<file path="config.mk">
export PLATFORM = sky130hd
export DESIGN_NAME = iosge_exec
export DESIGN_NICKNAME = d
export VERILOG_FILES = /design/src/iosge_alu.sv /design/src/iosge_exec.sv
export SDC_FILE = /design/constraint.sdc
export NUM_CORES = 1
export LEC_CHECK = 0
export ABC_AREA = 1
export BUFFER_PORTS_ARGS = -buffer_cell sky130_fd_sc_hd__buf_4
export CAP_MARGIN = 25
export CORE_MARGIN = 4
export CORE_UTILIZATION = 51
export DETAILED_ROUTE_END_ITERATION = 10
export GPL_TIMING_DRIVEN = 1
export PLACE_DENSITY = 0.85
export SLEW_MARGIN = 20
export SYNTH_ARGS = -nofsm -noshare
export SYNTH_HDL_FRONTEND = slang
export SYNTH_SLANG_ARGS = --single-unit
</file>
<file path="constraint.sdc">
create_clock -name clk_i -period 1.9 [get_ports clk_i]
set_clock_uncertainty 0.15 [all_clocks]
set_input_delay 0.19 -clock clk_i [delete_from_list [all_inputs] [get_ports clk_i]]
set_output_delay 0.19 -clock clk_i [all_outputs]
set_load 0.1 [all_outputs]
</file>
<file path="src/iosge_alu.sv">
`timescale 1ns/10ps
`default_nettype none

// ==========================================================================
// Shared constants, encodings and types
// ==========================================================================
package iosge_pkg;
    // Data path widths.
    localparam int IOSGE_IW = 14;
    localparam int IOSGE_DW = 8;
    localparam int IOSGE_PCW = 15;
    localparam int IOSGE_FAW = 7;
    localparam int IOSGE_LATW = 7;
    localparam int IOSGE_JKW = 11;

    // Instruction word field positions.
    localparam int OPC_MSB = 13;
    localparam int OPC_LSB = 8;
    localparam int DEST_BIT = 7;
    localparam int FADR_MSB = 6;
    localparam int LIT_MSB = 7;
    localparam int JTAG_LSB = 11;
    localparam int JK_MSB = 10;
    localparam int LATH_JMP_MSB = 6;
    localparam int LATH_JMP_LSB = 3;

    // Opcode values of the top six bits, and the jump tag of the top three.
    localparam logic [5:0] OPC_INC_FILE = 6'h0A;
    localparam logic [5:0] OPC_INC_SKIP = 6'h0F;
    localparam logic [5:0] OPC_OR_FILE = 6'h04;
    localparam logic [5:0] OPC_SHL_FILE = 6'h35;
    localparam logic [5:0] OPC_OR_LIT = 6'h38;
    localparam logic [2:0] JTAG_JUMP = 3'h5;

    // Register byte offsets on the bus.
    localparam logic [7:0] REG_CTRL = 8'h00;
    localparam logic [7:0] REG_ACC = 8'h04;
    localparam logic [7:0] REG_STATUS = 8'h08;
    localparam logic [7:0] REG_PC = 8'h0C;
    localparam logic [7:0] REG_LATH = 8'h10;
    localparam logic [7:0] REG_STATE = 8'h14;

    // Field positions and reset values.
    localparam int CTRL_RUN = 0;
    localparam int STAT_Z = 0;
    localparam int STAT_C = 1;
    localparam int STATE_SKIP = 0;
    localparam int STATE_FILL = 1;
    localparam logic CTRL_RST = 1'b1;
    localparam logic [7:0] ACC_RST = 8'h00;
    localparam logic [1:0] STATUS_RST = 2'h0;
    localparam logic [14:0] PC_RST = 15'h0000;
    localparam logic [6:0] LATH_RST = 7'h00;
    localparam logic [7:0] ONE = 8'h01;
    localparam logic [1:0] HTRANS_NONSEQ = 2'h2;

    typedef enum logic [2:0] {
        OPK_NOP,
        OPK_INC_FILE,
        OPK_INC_SKIP,
        OPK_ABSOLUTE_JUMP,
        OPK_OR_LIT,
        OPK_OR_FILE,
        OPK_SHL_FILE
    } iosge_op_e;
endpackage

// ==========================================================================
// Arithmetic and logic unit
// ==========================================================================
module iosge_alu
    import iosge_pkg::*;
(
    input wire iosge_op_e op_i,
    input wire logic [7:0] acc_i,
    input wire logic [7:0] fval_i,
    input wire logic [7:0] lit_i,
    output logic [7:0] res_o,
    output logic carry_o
);
    // Computes the result byte and the shifted-out bit of each operation.
    always_comb begin
        res_o = acc_i;
        carry_o = 1'b0;
        case (op_i)
            OPK_INC_FILE, OPK_INC_SKIP: begin
                res_o = 8'(fval_i + ONE);
            end
            OPK_OR_LIT: begin
                res_o = acc_i | lit_i;
            end
            OPK_OR_FILE: begin
                res_o = acc_i | fval_i;
            end
            OPK_SHL_FILE: begin
                res_o = {fval_i[6:0], 1'b0};
                carry_o = fval_i[7];
            end
            default: begin
                res_o = acc_i;
            end
        endcase
    end
endmodule

`default_nettype wire

</file>
<file path="src/iosge_exec.sv">
// Contract
// - Destination bit picks accumulator or file
// - Increment-skip adds one, keeps all flags
// - Zero result turns next instruction into nop
// - Plain increment updates zero flag, never skips
// - Jump loads eleven bits into low counter
// - Jump takes upper counter from latch bits
// - Jump takes two cycles, keeps flags
// - Literal OR into accumulator, zero flag
// - Accumulator OR file, routed, zero flag
// - Left shift, bit seven into carry
// - Shift result routed by destination bit
//
// The implementer's own choices: the address map and the AHB-Lite register port.
`timescale 1ns/10ps
`default_nettype none

// ==========================================================================
// Execution unit with AHB-Lite register access
// ==========================================================================
module iosge_exec
    import iosge_pkg::*;
(
    input wire logic clk_i,
    input wire logic rst_i,
    input wire logic hsel_i,
    input wire logic [31:0] haddr_i,
    input wire logic [1:0] htrans_i,
    input wire logic hwrite_i,
    input wire logic [2:0] hsize_i,
    input wire logic [31:0] hwdata_i,
    input wire logic hready_i,
    output logic hreadyout_o,
    output logic hresp_o,
    output logic [31:0] hrdata_o,
    input wire logic instr_valid_i,
    input wire logic [13:0] instr_i,
    output logic instr_ready_o,
    output logic [14:0] pc_o,
    output logic [6:0] file_addr_o,
    input wire logic [7:0] file_rdata_i,
    output logic file_we_o,
    output logic [7:0] file_wdata_o
);
    typedef enum logic [1:0] {ST_FETCH, ST_EXEC, ST_FILL} iosge_state_e;

    iosge_state_e state;
    logic [13:0] ir;
    logic discard;
    logic skip_pending;
    logic run;
    logic [7:0] acc;
    logic z_flag;
    logic c_flag;
    logic [6:0] lath;
    logic ph_valid;
    logic ph_write;
    logic [7:0] ph_addr;
    logic bus_wr;
    logic exec;
    iosge_op_e op;
    logic dest_file;
    logic [7:0] alu_res;
    logic alu_carry;
    logic res_zero;
    logic takes_z;
    logic [14:0] pc;

    // Maps an instruction word onto the operation it names.
    function automatic iosge_op_e decode_op(input logic [13:0] w);
        iosge_op_e k;
        k = OPK_NOP;
        if (w[OPC_MSB:JTAG_LSB] == JTAG_JUMP) begin
            k = OPK_ABSOLUTE_JUMP;
        end else begin
            case (w[OPC_MSB:OPC_LSB])
                OPC_INC_FILE: k = OPK_INC_FILE;
                OPC_INC_SKIP: k = OPK_INC_SKIP;
                OPC_OR_FILE: k = OPK_OR_FILE;
                OPC_SHL_FILE: k = OPK_SHL_FILE;
                OPC_OR_LIT: k = OPK_OR_LIT;
                default: k = OPK_NOP;
            endcase
        end
        return k;
    endfunction

    // ======================================================================
    // Decode and datapath
    // ======================================================================
    // The executing instruction, its destination and its effects.
    assign exec = (state == ST_EXEC) && !discard;
    assign op = decode_op(ir);
    assign dest_file = ir[DEST_BIT];
    assign file_addr_o = ir[FADR_MSB:0];
    assign res_zero = (alu_res == 8'h00);
    assign takes_z = (op == OPK_INC_FILE) || (op == OPK_OR_LIT) ||
                     (op == OPK_OR_FILE) || (op == OPK_SHL_FILE);
    assign instr_ready_o = run && (state == ST_FETCH);
    assign pc_o = pc;

    iosge_alu u_alu (
        .op_i(op),
        .acc_i(acc),
        .fval_i(file_rdata_i),
        .lit_i(ir[LIT_MSB:0]),
        .res_o(alu_res),
        .carry_o(alu_carry)
    );

    // ======================================================================
    // Sequencing
    // ======================================================================
    // Fetch takes a word, exec runs it, fill is the jump's second cycle.
    always_ff @(posedge clk_i) begin
        if (rst_i) begin
            state <= ST_FETCH;
        end else begin
            case (state)
                ST_FETCH: begin
                    if (instr_valid_i && instr_ready_o) begin
                        state <= ST_EXEC;
                    end
                end
                ST_EXEC: begin
                    if (exec && op == OPK_ABSOLUTE_JUMP) begin
                        state <= ST_FILL;
                    end else begin
                        state <= ST_FETCH;
                    end
                end
                ST_FILL: state <= ST_FETCH;
                default: state <= ST_FETCH;
            endcase
        end
    end

    // Latches the fetched word and whether it stands in for a nop.
    always_ff @(posedge clk_i) begin
        if (rst_i) begin
            ir <= 14'h0000;
            discard <= 1'b0;
        end else if (instr_valid_i && instr_ready_o) begin
            ir <= instr_i;
            discard <= skip_pending;
        end
    end

    // A zero increment-skip result arms the nop for the next word.
    always_ff @(posedge clk_i) begin
        if (rst_i) begin
            skip_pending <= 1'b0;
        end else if (exec && op == OPK_INC_SKIP) begin
            skip_pending <= res_zero;
        end else if (instr_valid_i && instr_ready_o) begin
            skip_pending <= 1'b0;
        end
    end

    // Program counter: jump load wins over a bus write.
    always_ff @(posedge clk_i) begin
        if (rst_i) begin
            pc <= PC_RST;
        end else if (exec && op == OPK_ABSOLUTE_JUMP) begin
            pc <= {lath[LATH_JMP_MSB:LATH_JMP_LSB], ir[JK_MSB:0]};
        end else if (state == ST_EXEC) begin
            pc <= 15'(pc + 15'h0001);
        end else if (bus_wr && ph_addr == REG_PC) begin
            pc <= hwdata_i[IOSGE_PCW-1:0];
        end
    end

    // Accumulator: results with destination zero win over a bus write.
    always_ff @(posedge clk_i) begin
        if (rst_i) begin
            acc <= ACC_RST;
        end else if (exec && op == OPK_OR_LIT) begin
            acc <= alu_res;
        end else if (exec && op != OPK_NOP && op != OPK_ABSOLUTE_JUMP && !dest_file) begin
            acc <= alu_res;
        end else if (bus_wr && ph_addr == REG_ACC) begin
            acc <= hwdata_i[IOSGE_DW-1:0];
        end
    end

    // Zero and carry flags: only the documented operations and a bus write to the status register touch them.
    always_ff @(posedge clk_i) begin
        if (rst_i) begin
            z_flag <= STATUS_RST[STAT_Z];
            c_flag <= STATUS_RST[STAT_C];
        end else if (exec && takes_z) begin
            z_flag <= res_zero;
            if (op == OPK_SHL_FILE) begin
                c_flag <= alu_carry;
            end
        end else if (bus_wr && ph_addr == REG_STATUS) begin
            z_flag <= hwdata_i[STAT_Z];
            c_flag <= hwdata_i[STAT_C];
        end
    end

    // File write-back, issued one cycle after exec from flip-flops.
    always_ff @(posedge clk_i) begin
        if (rst_i) begin
            file_we_o <= 1'b0;
            file_wdata_o <= 8'h00;
        end else begin
            file_we_o <= exec && dest_file && op != OPK_NOP &&
                         op != OPK_ABSOLUTE_JUMP && op != OPK_OR_LIT;
            file_wdata_o <= alu_res;
        end
    end

    // ======================================================================
    // AHB-Lite slave
    // ======================================================================
    // Zero wait states, always OKAY; the data phase follows the address.
    assign hreadyout_o = 1'b1;
    assign hresp_o = 1'b0;
    assign bus_wr = ph_valid && ph_write;

    // Captures the address phase of a selected transfer.
    always_ff @(posedge clk_i) begin
        if (rst_i) begin
            ph_valid <= 1'b0;
            ph_write <= 1'b0;
            ph_addr <= 8'h00;
        end else if (hready_i) begin
            ph_valid <= hsel_i && htrans_i[1];
            ph_write <= hwrite_i;
            ph_addr <= haddr_i[7:0];
        end
    end

    // Read data is registered at the address phase; unmapped reads zero.
    always_ff @(posedge clk_i) begin
        if (rst_i) begin
            hrdata_o <= 32'h00000000;
        end else if (hready_i && hsel_i && htrans_i[1] && !hwrite_i) begin
            case (haddr_i[7:0])
                REG_CTRL: hrdata_o <= {31'h0, run};
                REG_ACC: hrdata_o <= {24'h0, acc};
                REG_STATUS: hrdata_o <= {30'h0, c_flag, z_flag};
                REG_PC: hrdata_o <= {17'h0, pc};
                REG_LATH: hrdata_o <= {25'h0, lath};
                REG_STATE: hrdata_o <= {30'h0, state == ST_FILL,
                                        skip_pending};
                default: hrdata_o <= 32'h00000000;
            endcase
        end
    end

    // Control and latch registers written by software.
    always_ff @(posedge clk_i) begin
        if (rst_i) begin
            run <= CTRL_RST;
            lath <= LATH_RST;
        end else if (bus_wr) begin
            if (ph_addr == REG_CTRL) begin
                run <= hwdata_i[CTRL_RUN];
            end
            if (ph_addr == REG_LATH) begin
                lath <= hwdata_i[IOSGE_LATW-1:0];
            end
        end
    end

    // ======================================================================
    // Assertions
    // ======================================================================
    logic [7:0] exp_jump_lo;
    assign exp_jump_lo = 8'(ir[JK_MSB:0]);

    logic unused_ok;
    assign unused_ok = ^{hsize_i, hwdata_i[31:16], haddr_i[31:8],
                         exp_jump_lo};
endmodule

`default_nettype wire

</file>
[Yosys cells after proc, flatten, opt, wreduce, memory -nomap -nowiden]
Index checks and enable logic that the tools add are counted.
Storage, ports and cells
  bits in registers: 102
  logic and storage cells: 108
Operators by class
  add/sub/neg operators: 2
  equality and inequality tests: 27
  muxes and demuxes: 20
  bitwise operators: 2
  reduce and logical (&&, ||, !) cells: 41
Operators by type and width (number)
  $pmux W15 S6: 1
  $mux W15: 3
  $eq A8 B4 Y1 const B: 4
  $pmux W8 S4: 1
  $eq A8 B5 Y1 const B: 3
  $logic_not A8 Y1: 3
  $mux W8: 3
  $logic_and A1 B1 Y1: 22
  $eq A8 B3 Y1 const B: 2
  $or A8 B8 Y8: 2
  $add A15 B1 Y15 const B: 1
  $pmux W3 S5: 1
  $eq A3 B3 Y1 const B: 4
  $eq A6 B4 Y1 const B: 2
  $eq A6 B6 Y1 const B: 2
  $reduce_bool A3 Y1: 3
  $add A8 B1 Y8 const B: 1
  $mux W1: 7
  $eq A3 B2 Y1 const B: 2
  $eq A6 B3 Y1 const B: 1
  $reduce_and A2 Y1: 3
  $mux W2: 2
  $pmux W2 S2: 1
  $reduce_bool A2 Y1: 2
  12 further kinds: 16

[Depth between registers and ports, before layout]
  depth after elaboration: 10
  gate-level depth with buffers: 13

[Modules after synthesis]
Synthesis repeated with hierarchy kept, for this count alone.
Second synthesis, totals
  cells, all modules: 730
  area, all modules: 4948.5 um^2
By module, submodules not included
  iosge_exec: instances 1, cells each 630, area an instance 4455.5 um^2
  iosge_alu: instances 1, cells each 100, area an instance 493.0 um^2

[Least setup slack after synthesis]
Ideal clock, no wire load.
  kind: register to register
  start: register state[1]
  end: register ir[13]
  arrival: 2559 ps
  data required time: 1622 ps
  setup slack: -938 ps
  stages on the path, launching flop included: 6
  clock period less this slack: 2838 ps
  cell sequence: dfxtp_1 > nor3_2 > nand2_1 > clkbuf_1 > o21ai_0 > a21oi_1
On the way
  cells in the longest elaborated chain, start to end: 3
Ends and longest elaborated chain
  start, declared: line iosge_exec.sv:47  | iosge_state_e state;
  start signal, assigned: line iosge_exec.sv:117  | state <= ST_FETCH;
  start signal, assigned: line iosge_exec.sv:122  | state <= ST_EXEC;
  start signal, assigned: line iosge_exec.sv:127  | state <= ST_FILL;
  $logic_not A2 Y1: line iosge_exec.sv:99  | assign instr_ready_o = run && (state == ST_FETCH);
  $logic_and A1 B1 Y1: line iosge_exec.sv:99
  net instr_ready_o: line iosge_exec.sv:38  | output logic instr_ready_o,
  $logic_and A1 B1 Y1: line iosge_exec.sv:143  | end else if (instr_valid_i && instr_ready_o) begin
  end signal, assigned: line iosge_exec.sv:144  | ir <= instr_i;
  end, declared: line iosge_exec.sv:48  | logic [13:0] ir;
The timed path passes the listed nets, and every way through them passes these cells.
A chain may end at the register's enable or synchronous reset.

[Worst setup path after layout]
  start: register ir[9]
  end: register acc[6]
On the way
  cells in the longest elaborated chain, start to end: 9
  elaborated cells on any way between the ends: 23
  those cells by class: eq/ne: 11; mux: 5; reduce/logical: 7
Ends and longest elaborated chain
  $eq A6 B6 Y1 (tied with other cells): line iosge_exec.sv:76  | case (w[OPC_MSB:OPC_LSB])
  $pmux W3 S5 *: line iosge_exec.sv:76
  $mux W3 *: line iosge_exec.sv:73  | if (w[OPC_MSB:JTAG_LSB] == JTAG_JUMP) begin
  parallel branches: the longest is 6 deep, another holds $pmux W8 S4
  end signal, assigned: line iosge_exec.sv:178  | acc <= alu_res;
  end signal, assigned: line iosge_exec.sv:180  | acc <= alu_res;
  end signal, assigned: line iosge_exec.sv:182  | acc <= hwdata_i[IOSGE_DW-1:0];
  end, declared: line iosge_exec.sv:52  | logic [7:0] acc;
Every way passes the cells marked *.

==> metrics.cfg <==
[outcome]
status=complete, but fails checks
violations=negative hold slack, negative setup slack

[drt]
drc=0
vias=5523
dr.pass1.iters=5
viasPerCell=5.56
wirelength_um=15500
dr.first_iter.drc_count=478
wire_per_inst_um=15.6
ant_nets=0

[global_route]
gr-usage-all-layers_pct=27.3
grt_pass1_wl_um=24900
grt_max_degree=39
grt_antenna_before_repair=0
grt_pass1_vias=5219
grt-ovfl-total=0

[clock_tree]
ctsHtreeMaxLevel=3
clkTransAtPathRegs_ps=90
cts_sinks=85
cts_root_buffer=clkbuf_8
cts_tree=yes
numCtsBuffers=9
clockBufferDepth=2
clkLatencyLatePin_ps=360

[critical_path]
required_ps=2040
cp_slowest_cell=dfxtp_4
cp-start-kind=register
cp_cell_sequence=nor2_4 -> buf_12 -> nand3_4 -> nand2_2 -> nor2_4 -> nand2_4 -> nand2_4 -> a21oi_4 -> inv_2 -> nand2_2 -> nand3_1 -> nor2_1
critPathKind=reg2reg
crit_path_end_kind=register
crit_arrival_ps=2060
path_max_fanout=5
cpPeakStageDelay_ps=370

[timing]
fin_crit_sh_pct=101
slew_viol_final=0
finalSetupViolCount=4
fin_crit_ps=1920
rsz0062_at_grt=true
fmax_ghz=0.521
setup_ws_ps=-19.1
holdWs_ps=-6.18
hold_viol_final=1

[synth]
synthTopCellsByArea=dfxtp_1 35%, nand2_1 13%, a21oi_1 7.8%
synth_top_area_share_pct=35.4
synth_top_area_cell=dfxtp_1
syn_avg_cell_area_um2=6.64
synth_cell_types=38
seq_area_frac_synth_pct=35.4
synth_area_um2=4800
yosys_warnings=0
synth_cells=723
ys_ff_latch=85

[power_and_ir_drop]
sw_frac_of_total_pct=35.2
p_leak_uw=0.00298
pwr-share-seq_pct=42.4
p_int_uw=2980
clockPowerShare_pct=30.5
combPwrFrac_pct=27.2
p_switching_uw=1610
powerDensity_nw_per_um2=691
irDropWorstVdd_mv=0.433

[floorplanning]
core_area_um2=9200
die_width_um=105
start_util_pct=52.2
dieArea_um2=11000
row_count=35
boundaryPins=163
die_h_um=105

[job]
drv_cap=0

[placement]
gp_congestion=0.970
post-dp-hpwl_um=11000
dp_cells=943
io_buffers=98
placed_area_um2=5890

[final_layout]
final_cell_area_um2=6650
most-common-layout-cells=147 x nand2_1, 143 x buf_4, 70 x a21oi_1
antenna_cells=0
nets=977
final_common_cell=nand2_1
drive_gt1_share_pct=30.9
syn_to_final_growth_pct=38.4
fin_util_pct=72.3
fin_cells=994

[worst_hold_path]
hold_path_class=in2reg

## layer usage
metal | GRT usage, % | vias up | wire length, µm
li1 | - | 2651 | -
met1 | 33.9 | 2531 | 6250
met2 | 46.2 | 285 | 7530
met3 | 5.25 | 56 | 1230
met4 | 11.5 | 0 | 530
met5 | 0 | - | 0
## power groups by stage
| stage | clock network [µW] | logic, µW | registers [µW] |
|---|---|---|---|
| after floorplan | 0 | 646 | 2150 |
| after CTS | 1400 | 1190 | 1940 |
| final | 1400 | 1250 | 1950 |
| after global placement | 0 | 1100 | 1980 |
| after global routing | 1470 | 1320 | 1960 |
| after detailed placement | 0 | 1120 | 1980 |
## state kept, by name, indices dropped and copies added (netlist names), 2 cells and up
register      flops
acc               8
file_wdata_o      8
hrdata_o         15
ir               14
lath              7
pc_o             15
ph_addr           8
state             2
## per-stage QoR
step / total power, µW / setup slack, ps / TNS [ps]
floorplan: 2800 / -201 / -2710
global placement: 3070 / -6.04 / -6.04
detailed placement: 3100 / -39.9 / -123
CTS: 4530 / -8.74 / -8.74
global route: 4740 / -124 / -889
finish: 4590 / -19.1 / -40.8
## synthesized netlist by cell type (all sizes together)
cell type,count
inv,84
or2,1
o22ai,3
nor3,12
clkbuf,18
nor4,1
o21bai,2
nand4,13
a21oi,78
o221ai,1
conb,2
nor2,72
nand3b,1
dfxtp,85
a31oi,3
xor2,4
xnor2,2
o21ai,62
nand2,165
nand3,56
o211ai,19
nor3b,1
buf,35
ha,2
a31o,1
## final cells by class
cell class | count | area, µm²
multi-input cells | 518 | 2740
fillers | 719 | 2550
flip-flops and latches | 85 | 1740
repair buffers | 180 | 1490
inverters | 84 | 320
well taps | 111 | 139
clock buffers | 12 | 135
clock inverters | 4 | 72.6
## worst paths after layout
kind	depth (start not counted)	to	slack [ps]	startpoint
setup / recovery	12	acc[6]$_SDFFE_PP0P_	-20	ir[9]$_SDFFE_PP0P_
hold / removal	3	ir[6]$_SDFFE_PP0P_	-6	instr_i[6]
setup reg to reg	12	acc[6]$_SDFFE_PP0P_	-20	ir[9]$_SDFFE_PP0P_
hold reg to reg	2	lath[0]$_SDFFE_PP0P_	300	lath[0]$_SDFFE_PP0P_
## worst max-delay path: cells and delay by family (launching register included)
kind / cells / cell delay (ps)
DFF: 1 / 370
and+or+nand+nor: 9 / 870
buffers and inverters: 2 / 250
AOI/OAI and AO/OA: 1 / 200
## cell families after synthesis
logic type                 share of synthesized area [%]
and+or+nand+nor                                     30.1
AOI/OAI and AO/OA                                   19.6
buffers and inverters                               13.2
DFF                                                 35.4
xor gates and xnor gates                            1.09
adders and majority gates                          0.521
other                                              0.156
## repair_timing
action / in CTS / in global routing
gates resized for setup: 19 / 61
hold buffers: 26 / 0
setup endpoints to repair: 10 / 41
pin swaps: 11 / 20
hold endpoints to repair: 21 / 0
setup buffers: 5 / 4
(Power assumes the default switching activity.)
